## src/hrc_pkg.sv

```systemverilog
// shared constants and types for the hardware reset configuration sequencer
package hrc_pkg;

   // sequence lengths, in cycles of the clock each one counts
   localparam int unsigned CFG_CYCLES       = 1024;
   localparam int unsigned PLL_REF_CYCLES   = 800;
   localparam int unsigned HARD_HOLD_CYCLES = 512;
   localparam int unsigned SOFT_GAP_CYCLES  = 3;
   localparam int unsigned PREDIV_RATIO     = 1;
   localparam int unsigned BUS_DIV_RATIO    = 1;
   localparam int unsigned SEQ_CNT_W        = 11;
   localparam int unsigned DIV_CNT_W        = 8;

   // register map
   localparam int unsigned ADDR_W        = 12;
   localparam logic [11:0] ADDR_CFGWORD  = 12'h000;
   localparam logic [11:0] ADDR_STATUS   = 12'h004;
   localparam logic [31:0] CFGWORD_RST   = 32'h0000_0000;

   // reset configuration word fields
   localparam int unsigned CMH_W          = 4;
   localparam int unsigned CFG_CMH_LSB    = 0;
   localparam int unsigned CFG_DLLBYP_BIT = 8;
   localparam logic [31:0] CFGWORD_MASK   = 32'h0000_010F;

   // status word fields
   localparam int unsigned ST_STATE_LSB   = 0;
   localparam int unsigned ST_HWMODE_BIT  = 4;
   localparam int unsigned ST_SLAVE_BIT   = 5;
   localparam int unsigned ST_DEBUG_BIT   = 6;
   localparam int unsigned ST_BOOT_LSB    = 7;
   localparam int unsigned ST_CMODE_LSB   = 9;
   localparam int unsigned ST_PLLLCK_BIT  = 12;
   localparam int unsigned ST_DLLLCK_BIT  = 13;
   localparam int unsigned ST_HARD_BIT    = 14;
   localparam int unsigned ST_SOFT_BIT    = 15;

   typedef enum logic [2:0] {
      HRC_IDLE,
      HRC_HOSTWAIT,
      HRC_CONFIG,
      HRC_PLL,
      HRC_DLL,
      HRC_HOLD,
      HRC_SOFT,
      HRC_RUN
   } hrc_state_e;

   typedef struct packed {
      logic       host_port_enable_strap;
      logic       config_role_strap;
      logic       debug_request_strap;
      logic [1:0] boot_mode_straps;
   } hrc_straps_s;

   localparam hrc_straps_s STRAPS_RST = '0;

endpackage : hrc_pkg

```

## src/hrc_cnt.sv

```systemverilog
// loadable down counter, used for sequence timing and clock dividers
`timescale 1ns/100ps
`default_nettype none
module hrc_cnt #(
   parameter int unsigned W = 8
) (
   input  wire logic         clk,
   input  wire logic         rst_n,
   input  wire logic         load,
   input  wire logic [W-1:0] load_val,
   input  wire logic         en,
   output logic              zero
);
   logic [W-1:0] cnt_q;

   always_ff @(posedge clk or negedge rst_n) begin
      if (!rst_n) begin
         cnt_q <= '0;
      end else if (load) begin
         cnt_q <= load_val;
      end else if (en && cnt_q != '0) begin
         cnt_q <= cnt_q - W'(1);
      end
   end

   assign zero = (cnt_q == '0);
endmodule : hrc_cnt
`default_nettype wire

```

## src/hrc_seq.sv

```systemverilog
// power-on reset sequencer for hardware reset configuration, with apb registers
//
// The APB register port and the placing of the registers were left to the implementer.
`timescale 1ns/100ps
`default_nettype none
module hrc_seq
   import hrc_pkg::*;
#(
   parameter int unsigned CFG_LEN  = CFG_CYCLES,
   parameter int unsigned PLL_LEN  = PLL_REF_CYCLES,
   parameter int unsigned HARD_LEN = HARD_HOLD_CYCLES,
   parameter int unsigned SOFT_LEN = SOFT_GAP_CYCLES,
   parameter int unsigned PREDIV   = PREDIV_RATIO,
   parameter int unsigned BUS_DIV  = BUS_DIV_RATIO
) (
   input  wire logic              pclk,
   input  wire logic              presetn,
   input  wire logic              psel,
   input  wire logic              penable,
   input  wire logic              pwrite,
   input  wire logic [ADDR_W-1:0] paddr,
   input  wire logic [31:0]       pwdata,
   output logic      [31:0]       prdata,
   output logic                   pready,
   output logic                   pslverr,
   input  wire logic              power_on_reset_n,
   input  wire hrc_straps_s       straps,
   input  wire logic [2:0]        clock_mode_straps,
   input  wire logic              dll_lock_in,
   output logic                   hard_reset_n,
   output logic                   soft_reset_n,
   output logic                   clocks_enable,
   output logic                   dll_enable,
   output logic [CMH_W+2:0]       pll_setting,
   output logic                   hw_config_mode,
   output logic                   config_slave,
   output hrc_straps_s            straps_latched
);

   hrc_state_e            state_q;
   hrc_state_e            state_d;
   logic                  por_q;
   logic                  por_rise;
   logic [31:0]           cfg_q;
   logic                  dll_bypass;
   logic [CMH_W-1:0]      cmh_field;
   logic [2:0]            cmode_q;
   logic                  pll_locked_q;
   logic                  seq_load;
   logic [SEQ_CNT_W-1:0]  seq_val;
   logic                  seq_en;
   logic                  seq_zero;
   logic                  ref_en;
   logic                  bus_en;
   logic [31:0]           status;
   logic                  apb_wr;

   assign dll_bypass = cfg_q[CFG_DLLBYP_BIT];
   assign cmh_field  = cfg_q[CFG_CMH_LSB +: CMH_W];
   assign por_rise   = power_on_reset_n & ~por_q;

   // reference clock enable after the pll pre-divider, and bus clock enable
   hrc_cnt #(.W(DIV_CNT_W)) u_ref_div (
      .clk      (pclk),
      .rst_n    (presetn),
      .load     (ref_en),
      .load_val (DIV_CNT_W'(PREDIV - 1)),
      .en       (1'b1),
      .zero     (ref_en)
   );

   hrc_cnt #(.W(DIV_CNT_W)) u_bus_div (
      .clk      (pclk),
      .rst_n    (presetn),
      .load     (bus_en),
      .load_val (DIV_CNT_W'(BUS_DIV - 1)),
      .en       (1'b1),
      .zero     (bus_en)
   );

   hrc_cnt #(.W(SEQ_CNT_W)) u_seq_cnt (
      .clk      (pclk),
      .rst_n    (presetn),
      .load     (seq_load),
      .load_val (seq_val),
      .en       (seq_en),
      .zero     (seq_zero)
   );

   always_ff @(posedge pclk or negedge presetn) begin
      if (!presetn) begin
         por_q <= 1'b0;
      end else begin
         por_q <= power_on_reset_n;
      end
   end

   // sequence state machine
   always_comb begin
      state_d = state_q;
      if (!power_on_reset_n) begin
         state_d = HRC_IDLE;
      end else begin
         case (state_q)
            HRC_IDLE: begin
               if (por_rise) begin
                  if (!straps.host_port_enable_strap) begin
                     state_d = HRC_CONFIG;
                  end else begin
                     state_d = HRC_HOSTWAIT;
                  end
               end
            end
            HRC_HOSTWAIT: state_d = HRC_HOSTWAIT;
            HRC_CONFIG: begin
               if (seq_zero) begin
                  state_d = HRC_PLL;
               end
            end
            HRC_PLL: begin
               if (seq_zero) begin
                  state_d = dll_bypass ? HRC_HOLD : HRC_DLL;
               end
            end
            HRC_DLL: begin
               if (dll_lock_in) begin
                  state_d = HRC_HOLD;
               end
            end
            HRC_HOLD: begin
               if (seq_zero) begin
                  state_d = HRC_SOFT;
               end
            end
            HRC_SOFT: begin
               if (seq_zero) begin
                  state_d = HRC_RUN;
               end
            end
            default: state_d = HRC_RUN;
         endcase
      end
   end

   // counter reloads on every state change with the new phase length
   always_comb begin
      seq_load = (state_d != state_q);
      seq_val  = '0;
      seq_en   = 1'b0;
      case (state_d)
         HRC_CONFIG: seq_val = SEQ_CNT_W'(CFG_LEN - 1);
         HRC_PLL:    seq_val = SEQ_CNT_W'(PLL_LEN - 1);
         HRC_HOLD:   seq_val = SEQ_CNT_W'(HARD_LEN - 1);
         HRC_SOFT:   seq_val = SEQ_CNT_W'(SOFT_LEN - 1);
         default:    seq_val = '0;
      endcase
      case (state_q)
         HRC_CONFIG:          seq_en = 1'b1;
         HRC_PLL:             seq_en = ref_en;
         HRC_HOLD, HRC_SOFT:  seq_en = bus_en;
         default:             seq_en = 1'b0;
      endcase
   end

   always_ff @(posedge pclk or negedge presetn) begin
      if (!presetn) begin
         state_q <= HRC_IDLE;
      end else begin
         state_q <= state_d;
      end
   end

   // strap capture, once per power-on release
   always_ff @(posedge pclk or negedge presetn) begin
      if (!presetn) begin
         straps_latched <= STRAPS_RST;
         hw_config_mode <= 1'b0;
         config_slave   <= 1'b0;
      end else if (por_rise && state_q == HRC_IDLE) begin
         straps_latched <= straps;
         hw_config_mode <= ~straps.host_port_enable_strap;
         config_slave   <= straps.config_role_strap;
      end
   end

   // clock mode sampling and pll setting
   always_ff @(posedge pclk or negedge presetn) begin
      if (!presetn) begin
         cmode_q     <= '0;
         pll_setting <= '0;
      end else if (state_q == HRC_CONFIG && state_d == HRC_PLL) begin
         cmode_q     <= clock_mode_straps;
         pll_setting <= {cmh_field, clock_mode_straps};
      end
   end

   always_ff @(posedge pclk or negedge presetn) begin
      if (!presetn) begin
         pll_locked_q <= 1'b0;
      end else if (!power_on_reset_n || state_d == HRC_IDLE) begin
         pll_locked_q <= 1'b0;
      end else if (state_q == HRC_PLL && seq_zero) begin
         pll_locked_q <= 1'b1;
      end
   end

   // reset and clock outputs follow the next state so they align with state_q
   always_ff @(posedge pclk or negedge presetn) begin
      if (!presetn) begin
         hard_reset_n  <= 1'b0;
         soft_reset_n  <= 1'b0;
         clocks_enable <= 1'b0;
         dll_enable    <= 1'b0;
      end else begin
         hard_reset_n  <= (state_d == HRC_SOFT) || (state_d == HRC_RUN);
         soft_reset_n  <= (state_d == HRC_RUN);
         clocks_enable <= (state_d >= HRC_DLL);
         dll_enable    <= (state_d >= HRC_DLL) && !dll_bypass;
      end
   end

   // apb slave: one wait-free access phase, pready raised from the setup cycle
   assign apb_wr = psel && penable && pwrite && pready;

   always_comb begin
      status = '0;
      status[ST_STATE_LSB +: 3]  = state_q;
      status[ST_HWMODE_BIT]      = hw_config_mode;
      status[ST_SLAVE_BIT]       = config_slave;
      status[ST_DEBUG_BIT]       = straps_latched.debug_request_strap;
      status[ST_BOOT_LSB +: 2]   = straps_latched.boot_mode_straps;
      status[ST_CMODE_LSB +: 3]  = cmode_q;
      status[ST_PLLLCK_BIT]      = pll_locked_q;
      status[ST_DLLLCK_BIT]      = dll_enable && dll_lock_in;
      status[ST_HARD_BIT]        = hard_reset_n;
      status[ST_SOFT_BIT]        = soft_reset_n;
   end

   always_ff @(posedge pclk or negedge presetn) begin
      if (!presetn) begin
         pready  <= 1'b0;
         prdata  <= '0;
         pslverr <= 1'b0;
      end else begin
         pready <= psel && !penable;
         if (psel && !penable) begin
            if (paddr == ADDR_CFGWORD) begin
               prdata  <= cfg_q;
               pslverr <= 1'b0;
            end else if (paddr == ADDR_STATUS) begin
               prdata  <= status;
               pslverr <= 1'b0;
            end else begin
               prdata  <= '0;
               pslverr <= 1'b1;
            end
         end
      end
   end

   always_ff @(posedge pclk or negedge presetn) begin
      if (!presetn) begin
         cfg_q <= CFGWORD_RST;
      end else if (apb_wr && paddr == ADDR_CFGWORD) begin
         cfg_q <= pwdata & CFGWORD_MASK;
      end
   end

   // checks
   localparam int CFG_LAST = CFG_CYCLES - 1;
   logic [SEQ_CNT_W-1:0] cfg_len_q;

   always_ff @(posedge pclk or negedge presetn) begin
      if (!presetn) begin
         cfg_len_q <= '0;
      end else if (state_q != HRC_CONFIG) begin
         cfg_len_q <= '0;
      end else begin
         cfg_len_q <= cfg_len_q + SEQ_CNT_W'(1);
      end
   end
endmodule : hrc_seq
`default_nettype wire

```

## config.mk

```make
export PLATFORM = sky130hd
export DESIGN_NAME = hrc_seq
export DESIGN_NICKNAME = d
export VERILOG_FILES = /design/src/hrc_pkg.sv /design/src/hrc_cnt.sv /design/src/hrc_seq.sv
export SDC_FILE = /design/constraint.sdc
export NUM_CORES = 1
export LEC_CHECK = 0
export ABC_CLOCK_PERIOD_IN_PS = 2300
export BUFFER_PORTS_ARGS = -buffer_cell sky130_fd_sc_hd__buf_2
export CAP_MARGIN = 20
export CORE_MARGIN = 2
export CORE_UTILIZATION = 35
export DETAILED_ROUTE_END_ITERATION = 12
export GPL_TIMING_DRIVEN = 0
export SKIP_CTS_REPAIR_TIMING = 1
export SLEW_MARGIN = 10
export SYNTH_ARGS = -nofsm -noshare
export SYNTH_HDL_FRONTEND = slang
export SYNTH_SLANG_ARGS = --single-unit
```

## constraint.sdc

```tcl
create_clock -name pclk -period 2.3 [get_ports pclk]
set_input_delay 0.115 -clock pclk [delete_from_list [all_inputs] [get_ports pclk]]
set_output_delay 0.115 -clock pclk [all_outputs]
set_load 0.02 [all_outputs]
```

==> run_results.csv, run 1 <==
group,metric,value,unit
sta,worst_pin_slew,741,ps
power,switching_share,31.0,%
power,p_switching,1.17,mW
route,drc,0,
yosys,yosysWarnings,0,
die,initial_core_util,35.7,%
critical_path,cp_cell_sequence,"inv_2, ha_4, or3b_4, or4_4, nor4_4, nor3_2, and2_4, buf_8, mux2i_1",
finish,antenna_cells,0,
yosys,synth_xor_area_share,4.33,%
critical_path,crit_buf_inv,2,
critical_path,start_kind,"flop",
placed_design,io_buffers,66,
clock_network,cts_tree,"yes",
power,combPwrFrac,27.5,%
critical_path,critical_path.top_delay_family,"simple AND/OR/NAND/NOR gates",
sta,final_max_slew_viol_count,0,
clock_network,clk_path_buf_depth,2,
worst_hold_path,min_path_type,"input pin to flop",
yosys,synth_seq_cells,71,
sta,period_minus_slack,2360,ps
sta,hold_violations,0,
power,power,3.78,mW
critical_path,worst_ep_required_time,2520,ps
yosys,synthArstFlopShare,100,%
clock_network,clk_latency,350,ps
power,peakVddDrop,0.341,mV
route,drtIter0Drc,131,
sta,rsz0062_at_grt,"yes",
die,die_w,103,um
yosys,synth-compound-area-share,10.2,%
yosys,synth.distinct_cells,47,
sta,setup_slack,-63.4,ps
clock_network,ctsHtreeMaxLevel,3,
critical_path,crit-reg2reg-launch,"u_seq_cnt.cnt_q[0]$_DFFE_PN0P_",
critical_path,max_stage_delay,520,ps
die,core.rowCount,36,
power,p_int,2.61,mW
sta,finalSetupTns,-463,ps
critical_path,path_class,"flop to flop",
power,clkPwrFrac,31.9,%
finish,nFillCells,940,
route,ant_nets,0,
die,io_pins,111,
route,wl_per_cell,13.1,um
route,routed_wl,7500,um
outcome,status,"complete, but fails checks",
placed_design,place_area,4030,um^2
clock_network,root_buffer,"clkbuf_8",
power,seq_power_share,40.6,%
placed_design,dpl_worst_slack,-353,ps
clock_network,clkSinkCount,71,
finish,nets,496,
yosys,yosysSeqAreaShare,51.6,%
finish,area_growth,33.1,%
finish,drive_above_1_share,36.7,%
yosys,synth_edf_count,0,
power,cellPowerDensity,825,nW/um^2
clock_network,clk_pin_slew_worst_paths,80,ps
global_routing,grt-ovfl-total,0,
sta,finalCritPeriodShare,103,%
global_routing,antenna_found_initial,0,
yosys,synthAdderAreaFrac,1.09,%
worst_hold_path,min_from,"pwdata[8]",
die,die_h,103,um
placed_design,place_congestion,0.874,
finish,final_common_cell,"dfrtp_1",
yosys,syn_inst,318,
flow_run,drv_cap,0,
critical_path,endpoint_kind,"flop",
yosys,synthFlopType,"dfrtp_1",
global_routing,grt_pass1_wl,11900,um
global_routing,grt_usage,14.6,%
yosys,synth_top_family_by_area,"simple AND/OR/NAND/NOR gates",
sta,max_freq,423,MHz
die,fp.coreArea,9640,um^2
placed_design,dp_hpwl,5240,um
critical_path,startpoint,"u_seq_cnt.cnt_q[0]$_DFFE_PN0P_",
sta,max_slew_margin,50.2,%
route,vias_per_cell,4.83,
critical_path,crit_fanout,10,
sta,finalSetupViolCount,11,
power,p_leak,2.30,nW
yosys,netlist_area,3440,um^2
critical_path,cpMaxStageDelayCell,"or4_4",
yosys,avgSynthCellArea,10.8,um^2
finish,layout_common_cells,"dfrtp_1 (70), buf_2 (65), buf_4 (30)",
clock_network,cts_made_buffers,9,
critical_path,cp.arrival,2580,ps
sta,fin_skew,10.5,ps
route,via_count,2765,
route,drtPass1Iterations,4,
global_routing,grt_pass1_vias,2505,
yosys,synth_mux_area_share,9.16,%
yosys,yosys.area_share.simple,17.1,%
die,dieArea,10600,um^2
global_routing,grt_max_degree,65,
outcome,violations,"setup timing",
finish,finalInstanceArea,4580,um^2
[registers in the layout, indices dropped and copies added (netlist names), 2 cells and up]
signal,count
u_bus_div.cnt_q,8
cfg_q,5
u_seq_cnt.cnt_q,11
pll_setting,7
state_q,2
u_ref_div.cnt_q,8
straps_latched,5
prdata,16
[synth_stat cells (2+ instances only)]
cell	count	area share [%]
a21oi_1	14	2.0
mux2i_1	9	2.6
nand3_1	7	1.0
nor4_2	2	0.73
nor3_2	2	0.58
xnor2_1	7	1.8
dfrtp_1	71	52
or3b_2	2	0.51
nor2b_1	5	0.91
buf_4	17	3.7
or4_4	2	0.65
clkbuf_1	8	0.87
nor4_1	8	1.5
nor3_1	14	2.0
xor2_1	10	2.5
nand2b_1	2	0.36
inv_1	12	1.3
o21ai_0	7	1.0
o31ai_1	6	1.3
ha_1	3	1.1
a22o_1	10	2.5
nand4_1	4	0.73
mux2_2	20	6.5
or3_1	4	0.73
nand2_1	21	2.3
nand3b_1	2	0.44
a31oi_1	2	0.36
nor2_1	22	2.4
a211oi_1	2	0.44
a21o_1	3	0.65
nor3b_1	4	0.87
[final cells by class]
cell class / instances / area (um^2) / area share (%)
Buffer: 26 / 178 / 3.88
Clock buffer: 10 / 138 / 3.00
Clock inverter: 6 / 108 / 2.35
Inverter: 12 / 45.0 / 0.983
Multi-Input combinational cell: 223 / 1600 / 34.9
Sequential cell: 71 / 1780 / 38.8
Tap cell: 133 / 166 / 3.63
Timing Repair Buffer: 91 / 571 / 12.5
[cell families (layout without fill, tap and decap cells)]
group	Yosys count	count (layout)
adder cells (fa/ha/maj)	3	3
XOR/XNOR	17	17
flip-flops	71	71
multiplexers	29	29
AO/OA/AOI/OAI	51	51
buffers and inverters	39	145
other	1	16
AND/OR/NAND/NOR	107	107
[routing by layer]
layer	share of wire, %	up-vias	GRT usage (%)
met2	48	87	23.7
met4	1.3	0	4.96
met1	44	1331	18.0
met3	6.0	7	5.49
li1	-	1340	-
met5	0	-	0
[power by group through the flow]
stage	registers, mW	logic [mW]	clock network (mW)
after detailed placement	1.55	0.869	0
after floorplan	1.59	0.583	0
final	1.54	1.04	1.21
after global routing	1.56	1.14	1.30
after CTS	1.53	0.876	1.24
after global placement	1.54	0.850	0
[stage by stage]
stage | instances | hold WS (ps) | util (%)
2_1_floorplan | 333 | -181 | -
3_3_place_gp | 532 | 321 | 41.5
3_5_place_dp | 533 | -47.9 | 41.8
4_1_cts | 549 | -432 | 44.4
5_1_grt | 572 | -0.954 | 47.5
6_report | 572 | 10.8 | 47.5
[worst paths after layout]
check	end	slack, ps	depth (start not counted)
hold reg to reg	u_bus_div.cnt_q[0]$_DFF_PN0_	460	1
min in group asynchronous	pll_setting[5]$_DFFE_PN0P_	130	2
setup / recovery	u_seq_cnt.cnt_q[9]$_DFFE_PN0P_	-60	9
setup reg to reg	u_seq_cnt.cnt_q[9]$_DFFE_PN0P_	-60	9
hold / removal	cfg_q[8]$_DFFE_PN0P_	10	2
max in group asynchronous	u_seq_cnt.cnt_q[4]$_DFFE_PN0P_	1650	3
Note: power is estimated with default switching activity, not from simulation.
==> run 2, diff against run 1 <==
--- a/config.mk
+++ b/config.mk
@@ -9,10 +9,10 @@
 export BUFFER_PORTS_ARGS = -buffer_cell sky130_fd_sc_hd__buf_2
 export CAP_MARGIN = 20
 export CORE_MARGIN = 2
-export CORE_UTILIZATION = 35
+export CORE_UTILIZATION = 46
 export DETAILED_ROUTE_END_ITERATION = 12
 export GPL_TIMING_DRIVEN = 0
-export SKIP_CTS_REPAIR_TIMING = 1
+export PLACE_DENSITY = 0.76
 export SLEW_MARGIN = 10
 export SYNTH_ARGS = -nofsm -noshare
 export SYNTH_HDL_FRONTEND = slang
==> run 2 against run 1 <==
  * The run still ends with setup timing left
  * Non-clock buffer count rose by 1
  * Highest routed layer unchanged
  * Clock skew rose by 3.5 ps
  * Global-route usage rose by 5.2 points
  * Maximum frequency fell by 1.2%
  * Combinational power rose by 9%
  * Sequential power barely moved
  * Critical path type unchanged
  * Via count rose by 2.1%
  * Sequential cell count did not move
  * First-iteration DRC count rose by 79%
  * Sequential share of layout area did not move
  * Die area fell by 23%
  * Total power rose by 0.41%
==> run_results.csv, run 2 (synthesized netlist as in run 1, its figures left out) <==
group,metric,value,unit
die,initial_core_util,47.4,%
critical_path,cpMaxStageDelayCell,"or4_4",
die,fp.coreArea,7250,um^2
sta,rsz0062_at_grt,"yes",
sta,fin_skew,14.0,ps
finish,regMostFlops,"prdata",
sta,period_minus_slack,2390,ps
finish,regArea,1780,um^2
finish,largest_reg_flops,16,
outcome,violations,"setup timing",
finish,nFillCells,593,
clock_network,ctsHtreeMaxLevel,3,
placed_design,io_buffers,66,
sta,hold_slack,7.28,ps
sta,worst_pin_slew,812,ps
die,die_h,90.5,um
critical_path,worst_ep_required_time,2520,ps
global_routing,grt-ovfl-total,0,
clock_network,root_buffer,"clkbuf_8",
route,ant_nets,0,
critical_path,start_kind,"flop",
outcome,status,"complete, but fails checks",
clock_network,clk_latency,350,ps
die,io_pins,111,
placed_design,place_congestion,0.834,
clock_network,cts_made_buffers,9,
worst_hold_path,whs_path_depth,2,
finish,multiInputGateArea,1640,um^2
worst_hold_path,min_path_type,"input pin to flop",
sta,finalCritPeriodShare,104,%
sta,max_freq,418,MHz
route,drtIter0Drc,235,
finish,drive_above_1_share,37.0,%
placed_design,dp_hpwl,5250,um
critical_path,crit_fanout,5,
global_routing,grt_pass1_wl,13100,um
route,drtPass1Iterations,4,
die,die_w,90.5,um
route,drc,0,
global_routing,antenna_found_initial,0,
critical_path,cp.arrival,2610,ps
route,routed_wl,7930,um
clock_network,cts_tree,"yes",
flow_run,drv_cap,0,
route,wl_per_cell,14.7,um
critical_path,r2r_cells,9,
finish,finalCoreUtilization,63.2,%
clock_network,clk_path_buf_depth,2,
power,cellPowerDensity,829,nW/um^2
global_routing,grt_usage,19.9,%
finish,largest_registers,"prdata: 16 flops, u_seq_cnt.cnt_q: 11 flops",
die,core.rowCount,31,
critical_path,max_stage_delay,530,ps
critical_path,crit_buf_inv,2,
sta,final_max_slew_viol_count,0,
critical_path,cp_cell_sequence,"inv_2, ha_4, or3b_4, or4_4, nor4_4, nor3_2, and2_4, buf_8, mux2i_1",
die,dieArea,8190,um^2
finish,nets,497,
critical_path,critical_path.top_delay_family,"simple AND/OR/NAND/NOR gates",
clock_network,clkSinkCount,71,
sta,hold_violations,0,
route,via_count,2824,
power,p_leak,2.31,nW
sta,setup_slack,-92.3,ps
finish,antenna_cells,0,
global_routing,grt_max_degree,42,
critical_path,endpoint_kind,"flop",
power,peakVddDrop,0.392,mV
route,vias_per_cell,5.24,
critical_path,cp.depth,9,
global_routing,grt_pass1_vias,2740,
finish,final_common_cell,"dfrtp_1",
critical_path,path_class,"flop to flop",
sta,max_slew_margin,45.4,%
finish,area_growth,33.1,%
clock_network,clk_pin_slew_worst_paths,80,ps
finish,layout_common_cells,"dfrtp_1 (70), buf_2 (65), buf_4 (28)",
sta,finalSetupViolCount,11,
-- run 2: path summary, 6_finish.rpt --
kind / slack [ps] / startpoint / end
min: 7 / straps[0] / straps_latched[0]$_DFFE_PN0P_
max: -90 / u_seq_cnt.cnt_q[0]$_DFFE_PN0P_ / u_seq_cnt.cnt_q[7]$_DFFE_PN0P_
max reg2reg: -90 / u_seq_cnt.cnt_q[0]$_DFFE_PN0P_ / u_seq_cnt.cnt_q[7]$_DFFE_PN0P_
max in group asynchronous: 1520 / presetn / straps_latched[2]$_DFFE_PN0P_
min in group asynchronous: 230 / presetn / cfg_q[8]$_DFFE_PN0P_
min reg2reg: 450 / u_bus_div.cnt_q[0]$_DFF_PN0_ / u_bus_div.cnt_q[0]$_DFF_PN0_
-- run 2: metrics by stage --
stage               TNS (ps)  cell area, um^2  setup WS (ps)  instances  power (mW)
finish                  -785             4580          -92.3        539        3.80
global route           -2030             4580           -184        539        3.98
CTS                     -226             4470          -47.9        534        3.69
detailed placement     -3830             3980           -269        499        2.42
global placement       -4150             3960           -295        498        2.38
floorplan                  0             3510           18.1        333        2.17
-- run 2: what timing repair did --
item | in CTS | in global routing
setup endpoints to repair | 18 | 18
cloned | 0 | 1
resized for setup | 20 | 15
pin swaps | 7 | 0
hold buffers | 12 | 0
hold endpoints to repair | 41 | 0
setup buffers | 8 | 4
-- run 2: cell type report --
type	count	area share, %
Clock buffer	11	3.09
Clock inverter	5	1.78
Tap cell	99	2.70
Inverter	12	0.983
Sequential cell	71	38.8
Buffer	26	3.85
Timing Repair Buffer	92	13.0
Multi-Input combinational cell	223	35.8
-- run 2: power breakdown --
group / leakage [nW] / switching (mW) / total, mW / internal (mW)
combinational: 1.25 / 0.608 / 1.13 / 0.519
clock: 0.110 / 0.476 / 1.12 / 0.641
sequential: 0.950 / 0.162 / 1.55 / 1.39
-- run 2: layer usage --
layer	global-route usage, %	wire (um)
met5	0	0
met4	8.72	140
met3	4.84	425
met2	31.7	3900
met1	25.8	3470
